File: src/verilog/msf_params.svh
`ifndef MSF_PARAMS_SVH
`define MSF_PARAMS_SVH

`define MSF_CLK_MHZ         125
`define MSF_OP_CYCLE_US     888
`define MSF_MAIN_CYCLE_US   3552
`define MSF_DATA_W          32
`define MSF_ADDR_W          4
`define MSF_AXIS_W          3
`define MSF_BANK_W          2
`define MSF_MEM_AW          5
`define MSF_MEM_DEPTH       32
`define MSF_LAST_AXIS       3'h7
`define MSF_FIRST_AXIS      3'h0
`define MSF_AXIS_STEP       3'h1

`define MSF_REG_FLAGS       4'h0
`define MSF_REG_CTRL        4'h1
`define MSF_REG_RSTOP       4'h2
`define MSF_REG_INT_STAT    4'h3
`define MSF_REG_INT_MASK    4'h4

`define MSF_FLAG_READY      0
`define MSF_FLAG_TEST_ON    1
`define MSF_FLAG_FS_IN      2
`define MSF_FLAG_SCOPE      3
`define MSF_FLAG_FS_LATCH   4
`define MSF_FLAG_TEST_ERR   5
`define MSF_FLAG_OVERSPEED  6
`define MSF_FLAG_WALK_BUSY  7

`define MSF_CTRL_SERVO_ON   0
`define MSF_CTRL_VARIANT_NEW 1
`define MSF_CTRL_W          2
`define MSF_CTRL_RST        2'h0

`define MSF_RSTOP_W         16
`define MSF_RSTOP_RST       16'h0000
`define MSF_RSTOP_ONE       16'h0001

`define MSF_EV_READY        0
`define MSF_EV_FS           1
`define MSF_EV_TEST_ERR     2
`define MSF_EV_RESTORE      3
`define MSF_EV_OVERSPEED    4
`define MSF_EV_W            5
`define MSF_EV_RST          5'h00

`define MSF_BANK_FEED       2'h0
`define MSF_BANK_REAL       2'h1
`define MSF_BANK_SNAP       2'h2

`endif

File: src/verilog/msf_pkg.sv
package msf_pkg;

  typedef enum logic [1:0] {
    RDY_IDLE  = 2'b00,
    RDY_CHECK = 2'b01,
    RDY_XFER  = 2'b11,
    RDY_ON    = 2'b10
  } msf_rdy_state_t;

  typedef enum logic [1:0] {
    W_IDLE  = 2'b00,
    W_READ  = 2'b01,
    W_WRITE = 2'b11
  } msf_walk_state_t;

  typedef enum logic [1:0] {
    WM_REAL    = 2'b00,
    WM_SNAP    = 2'b01,
    WM_RESTORE = 2'b11
  } msf_walk_mode_t;

endpackage : msf_pkg

File: src/verilog/msf_tick_gen.sv
`timescale 1ns/10ps
module msf_tick_gen import msf_pkg::*; #(
  parameter int unsigned PERIOD = 2
) (
  // Clock and reset.
  input  wire logic clk,
  input  wire logic rst_n,
  // One-cycle pulse once per period.
  output logic      tick_r
);

  logic [31:0] cnt_r;
  logic [31:0] cnt_nxt;
  logic        tick_nxt;

  always_comb begin
    tick_nxt = (cnt_r == PERIOD - 32'h1);
    cnt_nxt  = tick_nxt ? 32'h0 : cnt_r + 32'h1;
  end

  always_ff @(posedge clk or negedge rst_n) begin
    if (!rst_n) begin
      cnt_r  <= 32'h0;
      tick_r <= 1'b0;
    end else begin
      cnt_r  <= cnt_nxt;
      tick_r <= tick_nxt;
    end
  end

endmodule : msf_tick_gen

File: src/verilog/msf_axis_mem.sv
`timescale 1ns/10ps
`include "msf_params.svh"
module msf_axis_mem import msf_pkg::*; (
  // Clock.
  input  wire logic                   clk,
  // Write port.
  input  wire logic                   we,
  input  wire logic [`MSF_MEM_AW-1:0] waddr,
  input  wire logic [`MSF_DATA_W-1:0] wdata,
  // Registered read port.
  input  wire logic                   re,
  input  wire logic [`MSF_MEM_AW-1:0] raddr,
  output logic      [`MSF_DATA_W-1:0] rdata_r
);

  logic [`MSF_DATA_W-1:0] mem [`MSF_MEM_DEPTH];

  // No reset: a restore only ever reads words that a snapshot wrote first.
  always_ff @(posedge clk) begin
    if (we) begin
      mem[waddr] <= wdata;
    end
    if (re) begin
      rdata_r <= mem[raddr];
    end
  end

endmodule : msf_axis_mem

File: src/verilog/msf_top.sv
// Local design decisions: the plain strobed port and the register addresses.
`timescale 1ns/10ps
`include "msf_params.svh"
module msf_top import msf_pkg::*; #(
  parameter int unsigned OP_CYCLE_CYC   = `MSF_OP_CYCLE_US * `MSF_CLK_MHZ,
  parameter int unsigned MAIN_CYCLE_CYC = `MSF_MAIN_CYCLE_US * `MSF_CLK_MHZ
) (
  // Clock and reset.
  input  wire logic                    clk,
  input  wire logic                    rst_n,
  // Register port.
  input  wire logic [`MSF_ADDR_W-1:0]  reg_addr,
  input  wire logic [`MSF_DATA_W-1:0]  reg_wdata,
  input  wire logic                    reg_wr,
  input  wire logic                    reg_rd,
  output logic      [`MSF_DATA_W-1:0]  reg_rdata,
  // Sequence side.
  input  wire logic                    plc_ready_request,
  input  wire logic                    param_check_error,
  input  wire logic                    test_mode_request,
  input  wire logic                    test_mode_allowed,
  input  wire logic                    test_mode_active,
  input  wire logic                    scope_active,
  input  wire logic                    forced_stop_input,
  input  wire logic                    positioning_active,
  // Axis value writes from the motion engine.
  input  wire logic                    axis_wr,
  input  wire logic                    axis_wr_real,
  input  wire logic [`MSF_AXIS_W-1:0]  axis_wr_idx,
  input  wire logic [`MSF_DATA_W-1:0]  axis_wr_value,
  output logic                         axis_wr_ready,
  // Flags.
  output logic                         processor_ready_flag,
  output logic                         test_mode_on_flag,
  output logic                         forced_stop_input_flag,
  output logic                         scope_executing_flag,
  output logic                         forced_stop_latch_flag,
  output logic                         test_request_error_flag,
  output logic                         overspeed_error_flag,
  // Amplifier side.
  output logic                         servo_param_xfer,
  output logic                         mcode_clear,
  output logic                         all_axes_servo_on_cmd,
  // Interrupt.
  output logic                         irq
);

  function automatic logic reg_hit(input logic [`MSF_ADDR_W-1:0] a,
                                   input logic [`MSF_ADDR_W-1:0] idx);
    reg_hit = (a == idx);
  endfunction : reg_hit

  logic op_tick;
  logic main_tick;

  msf_tick_gen #(.PERIOD(OP_CYCLE_CYC)) u_op_tick (
    .clk    (clk),
    .rst_n  (rst_n),
    .tick_r (op_tick)
  );

  msf_tick_gen #(.PERIOD(MAIN_CYCLE_CYC)) u_main_tick (
    .clk    (clk),
    .rst_n  (rst_n),
    .tick_r (main_tick)
  );

  // Ready sequence state.
  msf_rdy_state_t rdy_r, rdy_nxt;
  logic plc_q_r, ready_nxt, xfer_nxt;

  always_comb begin
    rdy_nxt = rdy_r;
    unique case (rdy_r)
      RDY_IDLE: begin
        if (plc_ready_request && !plc_q_r) rdy_nxt = RDY_CHECK;
      end
      RDY_CHECK: begin
        if (!plc_ready_request || param_check_error) rdy_nxt = RDY_IDLE;
        else rdy_nxt = RDY_XFER;
      end
      RDY_XFER: begin
        rdy_nxt = plc_ready_request ? RDY_ON : RDY_IDLE;
      end
      RDY_ON: begin
        if (!plc_ready_request) rdy_nxt = RDY_IDLE;
      end
    endcase
    ready_nxt = (rdy_nxt == RDY_ON);
    xfer_nxt  = (rdy_nxt == RDY_XFER);
  end

  always_ff @(posedge clk or negedge rst_n) begin
    if (!rst_n) begin
      rdy_r                <= RDY_IDLE;
      plc_q_r              <= 1'b0;
      processor_ready_flag <= 1'b0;
      servo_param_xfer     <= 1'b0;
      mcode_clear          <= 1'b0;
    end else begin
      rdy_r                <= rdy_nxt;
      plc_q_r              <= plc_ready_request;
      processor_ready_flag <= ready_nxt;
      servo_param_xfer     <= xfer_nxt;
      mcode_clear          <= xfer_nxt;
    end
  end

  // Software registers and flags.
  logic [`MSF_CTRL_W-1:0]  ctrl_r, ctrl_nxt;
  logic [`MSF_RSTOP_W-1:0] rstop_time_r, rstop_time_nxt;
  logic [`MSF_RSTOP_W-1:0] rstop_cnt_r, rstop_cnt_nxt;
  logic [`MSF_EV_W-1:0]    int_stat_r, int_stat_nxt, int_mask_r, int_mask_nxt, ev;
  logic [`MSF_DATA_W-1:0]  rdata_nxt;
  logic fs_nxt, latch_nxt, test_on_nxt, scope_nxt, terr_nxt, ovs_nxt, servo_nxt, irq_nxt;
  logic flags_wr, stat_wr, fs_rise, fs_fall, rstop_expire, variant_new;
  msf_walk_state_t walk_r, walk_nxt;
  msf_walk_mode_t  wmode_r, wmode_nxt;
  logic [`MSF_AXIS_W-1:0] waxis_r, waxis_nxt;
  logic walk_done;

  assign variant_new = ctrl_r[`MSF_CTRL_VARIANT_NEW];

  always_comb begin
    flags_wr  = reg_wr && reg_hit(reg_addr, `MSF_REG_FLAGS);
    stat_wr   = reg_wr && reg_hit(reg_addr, `MSF_REG_INT_STAT);
    fs_nxt    = op_tick ? forced_stop_input : forced_stop_input_flag;
    fs_rise   = fs_nxt && !forced_stop_input_flag;
    fs_fall   = !fs_nxt && forced_stop_input_flag;
    // Set wins over the clearing write.
    latch_nxt = fs_nxt || (forced_stop_latch_flag &&
                !(flags_wr && reg_wdata[`MSF_FLAG_FS_LATCH]));
    test_on_nxt = main_tick ? test_mode_active : test_mode_on_flag;
    scope_nxt   = main_tick ? scope_active : scope_executing_flag;
    terr_nxt  = (test_mode_request && !test_mode_allowed) ||
                (test_request_error_flag && !(flags_wr && reg_wdata[`MSF_FLAG_TEST_ERR]));
    rstop_expire = op_tick && (rstop_cnt_r == `MSF_RSTOP_ONE);
    ovs_nxt   = (fs_fall && rstop_cnt_r != `MSF_RSTOP_RST) ||
                (overspeed_error_flag && !(flags_wr && reg_wdata[`MSF_FLAG_OVERSPEED]));
    // The decelerating count runs on operation ticks so the figure matches the parameter block.
    rstop_cnt_nxt = rstop_cnt_r;
    if (fs_rise && positioning_active && !variant_new) rstop_cnt_nxt = rstop_time_r;
    else if (op_tick && rstop_cnt_r != `MSF_RSTOP_RST) rstop_cnt_nxt = rstop_cnt_r - `MSF_RSTOP_ONE;
    servo_nxt = ctrl_r[`MSF_CTRL_SERVO_ON] && !(fs_nxt && !variant_new);
    ctrl_nxt  = (reg_wr && reg_hit(reg_addr, `MSF_REG_CTRL)) ?
                reg_wdata[`MSF_CTRL_W-1:0] : ctrl_r;
    rstop_time_nxt = (reg_wr && reg_hit(reg_addr, `MSF_REG_RSTOP)) ?
                     reg_wdata[`MSF_RSTOP_W-1:0] : rstop_time_r;
    int_mask_nxt = (reg_wr && reg_hit(reg_addr, `MSF_REG_INT_MASK)) ?
                   reg_wdata[`MSF_EV_W-1:0] : int_mask_r;
    ev = '0;
    ev[`MSF_EV_READY]     = ready_nxt && !processor_ready_flag;
    ev[`MSF_EV_FS]        = fs_rise;
    ev[`MSF_EV_TEST_ERR]  = terr_nxt && !test_request_error_flag;
    ev[`MSF_EV_RESTORE]   = walk_done && (wmode_r == WM_RESTORE);
    ev[`MSF_EV_OVERSPEED] = ovs_nxt && !overspeed_error_flag;
    irq_nxt = |(int_stat_nxt & int_mask_nxt);
    rdata_nxt = '0;
    if (reg_rd) begin
      unique case (reg_addr)
        `MSF_REG_FLAGS: begin
          rdata_nxt[`MSF_FLAG_READY]     = processor_ready_flag;
          rdata_nxt[`MSF_FLAG_TEST_ON]   = test_mode_on_flag;
          rdata_nxt[`MSF_FLAG_FS_IN]     = forced_stop_input_flag;
          rdata_nxt[`MSF_FLAG_SCOPE]     = scope_executing_flag;
          rdata_nxt[`MSF_FLAG_FS_LATCH]  = forced_stop_latch_flag;
          rdata_nxt[`MSF_FLAG_TEST_ERR]  = test_request_error_flag;
          rdata_nxt[`MSF_FLAG_OVERSPEED] = overspeed_error_flag;
          rdata_nxt[`MSF_FLAG_WALK_BUSY] = (walk_r != W_IDLE);
        end
        `MSF_REG_CTRL:     rdata_nxt[`MSF_CTRL_W-1:0]  = ctrl_r;
        `MSF_REG_RSTOP:    rdata_nxt[`MSF_RSTOP_W-1:0] = rstop_time_r;
        `MSF_REG_INT_STAT: rdata_nxt[`MSF_EV_W-1:0]    = int_stat_r;
        `MSF_REG_INT_MASK: rdata_nxt[`MSF_EV_W-1:0]    = int_mask_r;
        default:           rdata_nxt = '0;
      endcase
    end
  end

  // Each status bit is sticky; an event in the clearing cycle keeps it set.
  for (genvar i = 0; i < `MSF_EV_W; i++) begin : g_stat
    assign int_stat_nxt[i] = ev[i] || (int_stat_r[i] && !(stat_wr && reg_wdata[i]));
  end

  always_ff @(posedge clk or negedge rst_n) begin
    if (!rst_n) begin
      forced_stop_input_flag  <= 1'b0;
      forced_stop_latch_flag  <= 1'b0;
      test_mode_on_flag       <= 1'b0;
      scope_executing_flag    <= 1'b0;
      test_request_error_flag <= 1'b0;
      overspeed_error_flag    <= 1'b0;
      all_axes_servo_on_cmd   <= 1'b0;
      rstop_cnt_r             <= `MSF_RSTOP_RST;
      rstop_time_r            <= `MSF_RSTOP_RST;
      ctrl_r                  <= `MSF_CTRL_RST;
      int_stat_r              <= `MSF_EV_RST;
      int_mask_r              <= `MSF_EV_RST;
      irq                     <= 1'b0;
      reg_rdata               <= '0;
    end else begin
      forced_stop_input_flag  <= fs_nxt;
      forced_stop_latch_flag  <= latch_nxt;
      test_mode_on_flag       <= test_on_nxt;
      scope_executing_flag    <= scope_nxt;
      test_request_error_flag <= terr_nxt;
      overspeed_error_flag    <= ovs_nxt;
      all_axes_servo_on_cmd   <= servo_nxt;
      rstop_cnt_r             <= rstop_cnt_nxt;
      rstop_time_r            <= rstop_time_nxt;
      ctrl_r                  <= ctrl_nxt;
      int_stat_r              <= int_stat_nxt;
      int_mask_r              <= int_mask_nxt;
      irq                     <= irq_nxt;
      reg_rdata               <= rdata_nxt;
    end
  end

  // Axis walk: copies one bank into another, one axis per two cycles.
  logic mem_we, mem_re, eng_take, axis_ready_nxt, restore_pend_r, restore_pend_nxt;
  logic [`MSF_MEM_AW-1:0] mem_waddr, mem_raddr;
  logic [`MSF_DATA_W-1:0] mem_wdata, mem_rdata;
  logic [`MSF_BANK_W-1:0] src_bank, dst_bank;

  always_comb begin
    walk_nxt  = walk_r;
    wmode_nxt = wmode_r;
    waxis_nxt = waxis_r;
    walk_done = 1'b0;
    // A restore falling due while a walk runs, or beside a new stop, waits rather than drops.
    restore_pend_nxt = restore_pend_r || rstop_expire;
    src_bank  = `MSF_BANK_REAL;
    dst_bank  = `MSF_BANK_FEED;
    unique case (wmode_r)
      WM_REAL:    begin src_bank = `MSF_BANK_REAL; dst_bank = `MSF_BANK_FEED; end
      WM_SNAP:    begin src_bank = `MSF_BANK_FEED; dst_bank = `MSF_BANK_SNAP; end
      WM_RESTORE: begin src_bank = `MSF_BANK_SNAP; dst_bank = `MSF_BANK_FEED; end
      default:    begin src_bank = `MSF_BANK_REAL; dst_bank = `MSF_BANK_FEED; end
    endcase
    unique case (walk_r)
      W_IDLE: begin
        waxis_nxt = `MSF_FIRST_AXIS;
        if (fs_rise && positioning_active) begin
          walk_nxt  = W_READ;
          wmode_nxt = variant_new ? WM_REAL : WM_SNAP;
        end else if (restore_pend_nxt) begin
          walk_nxt  = W_READ;
          wmode_nxt = WM_RESTORE;
          restore_pend_nxt = 1'b0;
        end
      end
      W_READ: walk_nxt = W_WRITE;
      W_WRITE: begin
        waxis_nxt = waxis_r + `MSF_AXIS_STEP;
        if (waxis_r == `MSF_LAST_AXIS) begin
          walk_nxt  = W_IDLE;
          walk_done = 1'b1;
        end else begin
          walk_nxt = W_READ;
        end
      end
      default: walk_nxt = W_IDLE;
    endcase
    // The engine keeps writing feed values while the snapshot sits aside.
    eng_take  = axis_wr && axis_wr_ready;
    mem_re    = (walk_r == W_READ);
    mem_raddr = {src_bank, waxis_r};
    mem_we    = (walk_r == W_WRITE) || eng_take;
    mem_waddr = (walk_r == W_WRITE) ? {dst_bank, waxis_r} :
                {(axis_wr_real ? `MSF_BANK_REAL : `MSF_BANK_FEED), axis_wr_idx};
    mem_wdata = (walk_r == W_WRITE) ? mem_rdata : axis_wr_value;
    axis_ready_nxt = (walk_nxt == W_IDLE);
  end

  always_ff @(posedge clk or negedge rst_n) begin
    if (!rst_n) begin
      walk_r        <= W_IDLE;
      wmode_r       <= WM_REAL;
      waxis_r       <= `MSF_FIRST_AXIS;
      axis_wr_ready <= 1'b0;
      restore_pend_r <= 1'b0;
    end else begin
      walk_r        <= walk_nxt;
      wmode_r       <= wmode_nxt;
      waxis_r       <= waxis_nxt;
      axis_wr_ready <= axis_ready_nxt;
      restore_pend_r <= restore_pend_nxt;
    end
  end

  msf_axis_mem u_mem (
    .clk     (clk),
    .we      (mem_we),
    .waddr   (mem_waddr),
    .wdata   (mem_wdata),
    .re      (mem_re),
    .raddr   (mem_raddr),
    .rdata_r (mem_rdata)
  );
endmodule : msf_top

File: config.mk
export PLATFORM = sky130hd
export DESIGN_NAME = msf_top
export DESIGN_NICKNAME = d
export VERILOG_FILES = /design/src/verilog/msf_pkg.sv /design/src/verilog/msf_tick_gen.sv /design/src/verilog/msf_axis_mem.sv /design/src/verilog/msf_top.sv
export VERILOG_INCLUDE_DIRS = /design/src /design/src/verilog
export SDC_FILE = /design/constraint.sdc
export NUM_CORES = 1
export LEC_CHECK = 0
export ABC_CLOCK_PERIOD_IN_PS = 5100
export CAP_MARGIN = 30
export CORE_MARGIN = 8
export CORE_UTILIZATION = 55
export DETAILED_ROUTE_END_ITERATION = 10
export DONT_BUFFER_PORTS = 1
export PLACE_DENSITY = 0.72
export SLEW_MARGIN = 40
export SYNTH_ARGS = -nofsm -noshare
export SYNTH_HDL_FRONTEND = slang
export SYNTH_HIERARCHICAL = 1
export SYNTH_SLANG_ARGS = --single-unit
File: constraint.sdc
create_clock -name clk -period 5.1 [get_ports clk]
set_input_delay 1.02 -clock clk [delete_from_list [all_inputs] [get_ports clk]]
set_output_delay 1.02 -clock clk [all_outputs]
set_load 0.01 [all_outputs]
Yosys cells after proc, flatten, opt, wreduce, memory -nomap -nowiden. Cells that the tools add are included.

Logic and storage cells: 151. Register bits after elaboration: 164. Input bits: 85.

Bitwise operators: 1. Add/sub/neg operators: 4. Equality and inequality tests: 16. Reduce and logical (&&, ||, !) cells: 75. Multiplexer cells: 28.

Operator list (count): adder 32 x 1 -> 32 bit (second input constant) (2); 2-to-1 mux 32 bit (2); 2-to-1 mux 16 bit (3); logical AND 1 bit (36); == test 32 x 17 -> 1 bit (second input constant) (1); == test 32 x 19 -> 1 bit (second input constant) (1); logical NOT 1 bit (18); == test 16 x 1 -> 1 bit (second input constant) (1); 2-to-1 mux 2 bit (8); nonzero test 16 bit (1); subtractor 16 x 1 -> 16 bit (second input constant) (1); == test 2 bit (second input constant) (6); one-hot mux 3 bit (2 select lines) (2); one-hot mux 3 bit (4 select lines) (1); logical OR 1 bit (10); one-hot mux 2 bit (5 select lines) (1); == test 4 x 2 -> 1 bit (second input constant) (2); 2-to-1 mux 8 bit (1); one-hot mux 2 bit (4 select lines) (1); nonzero test 2 bit (4); 2-to-1 mux 1 bit (7); logical NOT 2 bit (3); one-hot mux 2 bit (3 select lines) (1); bitwise AND 5 bit (1); other kinds (9) (10).

Longest topological paths before layout. Gate-level depths: netlist of run 1.

Depth after elaboration: 10. Depth in mapped cells: 8. Mapped depth without buffers: 7.

By module. Netlist of run 1, hierarchy kept.

By module, submodules not included: msf_top (cells an instance 352, sequential area each 2052.0 um^2, area an instance 3910.0 um^2, times used 1); msf_tick_gen at u_main_tick (cells an instance 157, sequential area each 825.8 um^2, area an instance 1645.3 um^2, times used 1); msf_tick_gen at u_op_tick (cells an instance 144, sequential area each 825.8 um^2, area an instance 1557.7 um^2, times used 1).

Worst setup path before layout of run 1. No wires, ideal clock.

Path type: input to register. Start point: input port reg_addr[0]. End point: register irq. Library setup time: 0.129 ns. Stages: 6. Required time: 4.971 ns. Path slack: 2.648 ns. Data arrival time: 2.323 ns. Path through: nor3_1 -> and3_1 -> buf_2 -> mux2_4 -> and2_0 -> a2111o_1.

Elaborated cells on any way between the ends: 39. Classes of those cells: eq/ne: 2; mux: 1; bitwise: 1; reduce/logical: 35.

RTL lines: from (decl) (RTL line msf_top.sv:12) `` input wire logic [`MSF_ADDR_W-1:0] reg_addr, ``; == test 4 x 3 -> 1 bit (RTL line msf_top.sv:50) `reg_hit = (a == idx);`; logical AND 1 bit (RTL line msf_top.sv:149) `` int_mask_nxt = (reg_wr && reg_hit(reg_addr, `MSF_REG_INT_MASK)) ? ``; 2-to-1 mux 5 bit (RTL line msf_top.sv:149); named net int_mask_nxt[1] (RTL line msf_top.sv:113) `` logic [`MSF_EV_W-1:0] int_stat_r, int_stat_nxt, int_mask_r, int_mask_nxt, ev; ``; bitwise AND 5 bit (RTL line msf_top.sv:157) `irq_nxt = |(int_stat_nxt & int_mask_nxt);`; OR reduction 5 bit (RTL line msf_top.sv:157); named net irq_nxt (RTL line msf_top.sv:115) `logic fs_nxt, latch_nxt, test_on_nxt, scope_nxt, terr_nxt, ovs_nxt, servo_nxt, irq_nxt;`; to (signal assigned) (RTL line msf_top.sv:214) `irq <= irq_nxt;`; to (decl) (RTL line msf_top.sv:45) `output logic irq`.

The timed path passes the listed nets, and every way through them passes these cells. A chain may end at the register's enable or synchronous reset.

Final worst setup path of run 1.
Start point: input port reg_addr[3]. End point: register rstop_time_r[14].

Longest elaborated chain between the ends: 2.

RTL lines: == test 4 x 2 -> 1 bit (RTL line msf_top.sv:50); logical AND 1 bit (RTL line msf_top.sv:147) `` rstop_time_nxt = (reg_wr && reg_hit(reg_addr, `MSF_REG_RSTOP)) ? ``; to (signal assigned) (RTL line msf_top.sv:195) `` rstop_time_r <= `MSF_RSTOP_RST; ``; to (signal assigned) (RTL line msf_top.sv:210) `rstop_time_r <= rstop_time_nxt;`; to (decl) (RTL line msf_top.sv:111) `` logic [`MSF_RSTOP_W-1:0] rstop_time_r, rstop_time_nxt; ``.

Every way passes these cells.

==> summary.md, run 1 <==
| Metric | Value |
|---|---|
| RSZ-0062 raised after global routing | false |
| Postcts setup bufs | 0 |
| Die area | 0.0168 mm² |
| Total area of sequential cells | 0.00370 mm² |
| Global-route wire length before repair | 24500 µm |
| # rows | 41 |
| Cts hold-fix bufs | 0 |
| Slowest stage delay, CP | 0.66 ns |
| CTS max path bufs | 2 |
| Die width | 130 µm |
| #FFs+latches synth | 148 |
| Max Freq | 0.388 GHz |
| Fraction of registers with async set or reset after synthesis | 100% |
| Part of the cycle the worst path needs | 50.5% |
| Mapped Cells | 653 |
| Setup tns final | 0 ns |
| Total of max-cap violations | 0 |
| Worst Setup Path Type | primary input to flip-flop |
| Main synth FF type | dfrtp_1 |
| Yosys Warn Count | 6 |
| IO buf count | 0 |
| Dpl hpwl | 10200 µm |
| Area of the multi-input gates | 0.00321 mm² |
| Initial antenna violation count | 0 |
| Placed cells | 803 |
| Total GRT Usage | 18.6% |
| Post-synth EDFFs | 0 |
| Clock transition at path regs | 0.06 ns |
| CTS tree | built |
| Final Routed Wirelength | 14700 µm |
| Initial core utilization | 56.4% |
| Power Dens Cells | 330 mW/mm² |
| Total power | 2.56 mW |
| Clk_lat worst skew | 0.42 ns |
| Peak VDD IR | 0.000222 V |
| DR vias/cell | 5.82 |
| IO Pins | 129 |
| Largest net degree at the start of global routing | 149 |
| Die height | 130 µm |
| Drt drc | 0 |
| Routed wire per std cell | 17.6 µm |
| Distinct cells, synth | 71 |
| ANT nets after route | 0 |
| Area Overhead vs Synth | 9.06% |
| Max Slew Vio Count | 0 |
| CP endpoint kind | flip-flop |
| Min-Delay Path Class | primary input to asynchronous set/reset pin |
| Register area share after synthesis | 52.1% |
| Startpoint types | primary input |
| Worst endpoint required time | 5.40 ns |
| Final setup viols | 0 |
| Global route overflow | 0 |
| TritonCTS Buffers | 17 |
| Slew headroom | 47.6% |
| Nets | 747 |
| Final Hold Fails | 0 |
| Status | completed |
| Skew final | 0.00810 ns |
| CORE AREA | 0.0126 mm² |
| Worst path cell trace | nor2_1 -> and3_1 -> nand2_1 -> mux2_2 |
| Most common cell after layout, fill and taps aside | dfrtp_1 |
| Post-Syn Area per Cell | 10.9 µm² |
| Worst hold margin | 0.291 ns |
| Pre-Repair DR Iteration Count | 4 |
| Vias in the first global route | 4942 |
| Slowest-stage cell, CP | nand2_1 |
| Post-Layout Cell Count | 835 |
| Min Tclk post-route | 2.58 ns |
| Fill count | 1011 |
| CTS root buf | clkbuf_16 |
| CP max FO | 17 |
| Mapped Area | 0.00711 mm² |
| RD Place Congestion | 0.807 |
| WP data arrival | 2.88 ns |
| Leak Pwr | 3.36 nW |
| Slew @ Worst Pin | 0.784 ns |
| Layout cells sized above 1 | 12.8% |
| Htree depth | 4 |
| Sink Count | 148 |
| Initial drt markers | 383 |
| Via count | 4858 |
| Commonest non-fill, non-tap cells in the layout | dfrtp_1 (148), nand2_1 (60), nor2_1 (44) |
| CTS resizes | 0 |
| N_diodes | 0 |
cell type report:
cell class              instances  share of cell area (%)
clock buffers                  17                    5.48
clock inverters                15                    1.84
inverters                      13                   0.629
multi-input cells             469                    41.4
flip-flops and latches        148                    47.7
well taps                     172                    2.77
repair buffers                  1                  0.0968
critical path, delay by kind of cell:
kind,cells,cell delay (ns)
mux,1,0.47
simple gates,3,1.38
cells in the mapped netlist (all sizes together) (16+ instances only):
library cell / number / area share (%)
nor4: 23 / 3.1
nand2: 61 / 3.3
nand4: 25 / 2.5
and3: 19 / 1.7
nand3: 34 / 2.5
buf: 28 / 2.8
mux2: 26 / 4.2
nor2: 44 / 2.3
a21oi: 16 / 1.2
nor3: 16 / 1.1
xnor2: 41 / 5.0
dfrtp: 148 / 52
o21ai: 21 / 1.5
xor2: 23 / 2.8
routing by layer:
layer / track usage, % / routed length [µm]
met1: 22.9 / 6270
met2: 30.1 / 7340
met3: 5.06 / 748
met4: 8.20 / 301
met5: 0 / 0
metrics by stage:
stage / utilization [%] / area (µm²) / worst slack (ns)
floorplan: - / 7170 / 2.65
global placement: 56.7 / 7160 / 2.10
detailed placement: 56.9 / 7180 / 2.07
CTS: 61.4 / 7750 / 2.45
global route: 61.5 / 7760 / 2.36
finish: 61.5 / 7760 / 2.52
where the power goes:
part | internal, mW | switching, mW
clock network | 0.645 | 0.540
registers | 1.23 | 0.0473
logic | 0.0551 | 0.0409
flip-flops by register name (all words and copies together), names as in the netlist, 2 cells and up:
name,flops
rstop_cnt_r,16
u_main_tick/cnt_r,32
reg_rdata,16
rdy_r,2
int_mask_r,5
int_stat_r,5
walk_r,2
ctrl_r,2
u_op_tick/cnt_r,32
wmode_r,2
waxis_r,3
rstop_time_r,16
path summary, 6_finish.rpt:
path / from / end / slack (ns) / cells after the start
worst max register to register: rstop_cnt_r[0]$_DFFE_PN0P_ / irq$_DFF_PN0_ / 2.95 / 7
worst min register to register: rdy_r[1]$_DFF_PN0_ / rdy_r[0]$_DFF_PN0_ / 0.47 / 1
worst max-delay path: reg_addr[3] / rstop_time_r[14]$_DFFE_PN0P_ / 2.52 / 4
max in group asynchronous: rst_n / u_op_tick/cnt_r[1]$_DFF_PN0_ / 4.59 / 0
min in group clk: rdy_r[1]$_DFF_PN0_ / rdy_r[0]$_DFF_PN0_ / 0.47 / 1
worst min-delay path: rst_n / waxis_r[2]$_DFFE_PN0P_ / 0.29 / 0
logic make-up (layout without fill, tap and decap cells):
logic type | after synthesis | after routing | synth area share [%]
XOR/XNOR | 64 | 64 | 7.88
AO/OA/AOI/OAI | 68 | 68 | 6.37
buffers and inverters | 51 | 46 | 4.01
AND/OR/NAND/NOR | 278 | 278 | 22.6
adder cells (fa/ha/maj) | 12 | 12 | 2.11
flip-flops | 148 | 148 | 52.1
other | 1 | 16 | 0.0527
multiplexers | 31 | 31 | 4.93
Power figures use the tool's default switching activity.
==> inputs of run 2 (changes only) <==
--- a/config.mk
+++ b/config.mk
@@ -6,13 +6,13 @@
 export SDC_FILE = /design/constraint.sdc
 export NUM_CORES = 1
 export LEC_CHECK = 0
-export ABC_CLOCK_PERIOD_IN_PS = 5100
+export ABC_CLOCK_PERIOD_IN_PS = 2200
 export CAP_MARGIN = 30
 export CORE_MARGIN = 8
 export CORE_UTILIZATION = 55
 export DETAILED_ROUTE_END_ITERATION = 10
 export DONT_BUFFER_PORTS = 1
-export PLACE_DENSITY = 0.72
+export PLACE_DENSITY = 0.75
 export SLEW_MARGIN = 40
 export SYNTH_ARGS = -nofsm -noshare
 export SYNTH_HDL_FRONTEND = slang
==> constraint.sdc (replaced) <==
create_clock -name clk -period 2.2 [get_ports clk]
set_input_delay 0.44 -clock clk [delete_from_list [all_inputs] [get_ports clk]]
set_output_delay 0.44 -clock clk [all_outputs]
set_load 0.01 [all_outputs]
==> summary.md, run 2 (same netlist as run 1, synthesis figures left out) <==
| Metric | Value |
|---|---|
| Layout cells sized above 1 | 14.2% |
| Area of the multi-input gates | 0.00318 mm² |
| Power Dens Cells | 793 mW/mm² |
| CP endpoint kind | flip-flop |
| Drt drc | 0 |
| Total of max-cap violations | 0 |
| Worst path cell trace | inv_1 -> ha_1 -> nor4b_2 -> nand4_2 -> nand2_2 -> o41ai_1 -> a2111o_1 |
| CTS max path bufs | 2 |
| Internal | 4.98 mW |
| Initial drt markers | 370 |
| Sink Count | 148 |
| Status | finished with violations |
| Die area | 0.0168 mm² |
| Pre-Repair DR Iteration Count | 4 |
| Failing checks | negative hold slack |
| CORE AREA | 0.0126 mm² |
| CTS root buf | clkbuf_16 |
| Leak Pwr | 3.45 nW |
| CP top delay family | simple AND/OR/NAND/NOR gates |
| Most common cell after layout, fill and taps aside | dfrtp_1 |
| Post-layout worst setup margin | 0.228 ns |
| Vias in the first global route | 5038 |
| Die height | 130 µm |
| Worst r2r dst | irq$_DFF_PN0_ |
| Skew final | 0.00686 ns |
| Met2 Use GR | 32.1% |
| Clk_lat worst skew | 0.43 ns |
| Startpoint types | flip-flop |
| Largest net degree at the start of global routing | 149 |
| Met1 Usage GRT | 23.3% |
| IO buf count | 0 |
| Fill count | 989 |
| Clock power frac | 49.2% |
| Final Routed Wirelength | 15100 µm |
| N_diodes | 0 |
| Min Tclk post-route | 1.97 ns |
| Dpl hpwl | 10600 µm |
| Final Hold Fails | 148 |
| Largest regs | u_main_tick/cnt_r x32, u_op_tick/cnt_r x32 |
| Part of the cycle the worst path needs | 89.6% |
| Worst Setup Path Type | flip-flop to flip-flop |
| Via count | 4924 |
| CTS tree | built |
| Crit path depth | 7 |
| Net switching power | 1.32 mW |
| Total GRT Usage | 19.1% |
| CP max FO | 8 |
| Die width | 130 µm |
| Worst endpoint required time | 2.51 ns |
| Slowest-stage cell, CP | dfrtp_1 |
| TritonCTS Buffers | 17 |
| Min-Delay Path Class | primary input to asynchronous set/reset pin |
| Global route overflow | 0 |
| Peak VDD IR | 0.000607 V |
| Reg2Reg Launch Point | rstop_cnt_r[0]$_DFFE_PN0P_ |
| Worst Path Buf+Inv | 1 |
| Met3 Use GR | 4.86% |
| DR vias/cell | 5.79 |
| Most used routing layer | met2 |
| Commonest non-fill, non-tap cells in the layout | dfrtp_1 (148), nand2_1 (60), nor2_1 (44) |
| Slowest stage delay, CP | 0.44 ns |
| Area Overhead vs Synth | 11.6% |
| Max Freq | 0.507 GHz |
| Initial antenna violation count | 0 |
| ANT nets after route | 0 |
| Max Slew Vio Count | 0 |
| Worst hold margin | -0.291 ns |
| Initial core utilization | 56.4% |
| WP data arrival | 2.28 ns |
| Final setup viols | 0 |
| Net Sw Frac | 20.9% |
| RSZ-0062 raised after global routing | false |
| Global-route wire length before repair | 25200 µm |
| Pre-CTS WS | 0.173 ns |
| RD Place Congestion | 0.845 |
| Combinational power share | 3.6% |
| Total power | 6.30 mW |
| IO Pins | 129 |
| Htree depth | 4 |
| # rows | 41 |
| Routed wire per std cell | 17.7 µm |
| Setup tns final | 0 ns |
| Nets | 762 |
| R2R cell count | 7 |
| Slew headroom | 59.0% |
| Seq pwr share | 47.2% |
| R2R Setup Slk | 0.23 ns |
| Clock transition at path regs | 0.06 ns |
| Slew @ Worst Pin | 0.607 ns |
| Total area of sequential cells | 0.00370 mm² |
==> run 2: final cells by class <==
| class | instances | share of cell area [%] |
|---|---|---|
| flip-flops and latches | 148 | 46.7 |
| multi-input cells | 469 | 40.1 |
| clock buffers | 21 | 5.93 |
| well taps | 172 | 2.71 |
| clock inverters | 11 | 2.21 |
| repair buffers | 16 | 1.83 |
| inverters | 13 | 0.615 |
==> run 2: timing repair <==
item,4_1_cts,5_1_grt
resized for setup,0,0
setup endpoints to repair,0,0
hold endpoints to repair,148,148
setup buffers,0,0
==> run 2: power groups by stage <==
stage	Combinational (mW)	Clock [mW]	Sequential, mW
2_1_floorplan	0.218	0	2.98
5_1_grt	0.244	3.28	2.99
3_3_place_gp	0.214	0	3.02
6_report	0.224	3.10	2.97
4_1_cts	0.223	3.16	2.97
3_5_place_dp	0.223	0	3.02
==> run 2: worst max path at each step <==
stage	start	endpoint	slack, ns
after floorplan	reg_addr[0]	irq$_DFF_PN0_	0.33
after detailed placement	reg_addr[0]	irq$_DFF_PN0_	0.17
final	rstop_cnt_r[0]$_DFFE_PN0P_	irq$_DFF_PN0_	0.23
after global placement	reg_addr[0]	irq$_DFF_PN0_	0.20
after global routing	rstop_cnt_r[0]$_DFFE_PN0P_	irq$_DFF_PN0_	0.05
after CTS	rstop_cnt_r[0]$_DFFE_PN0P_	irq$_DFF_PN0_	0.20
==> run 2: per-layer routing <==
layer / vias to the layer above / share of wire [%]
met3: 17 / 4.2
li1: 2340 / -
met2: 100 / 51
met5: - / 0
met1: 2467 / 43
met4: 0 / 1.8
==> run 2: per-stage QoR <==
stage | util [%] | area [µm²] | hold WS (ns) | cells
2_1_floorplan | - | 7170 | 0.144 | 668
3_3_place_gp | 57.8 | 7290 | 0.152 | 818
3_5_place_dp | 57.8 | 7290 | 0.151 | 818
4_1_cts | 62.9 | 7940 | -0.308 | 850
5_1_grt | 62.9 | 7940 | -0.312 | 850
6_report | 62.9 | 7940 | -0.291 | 850
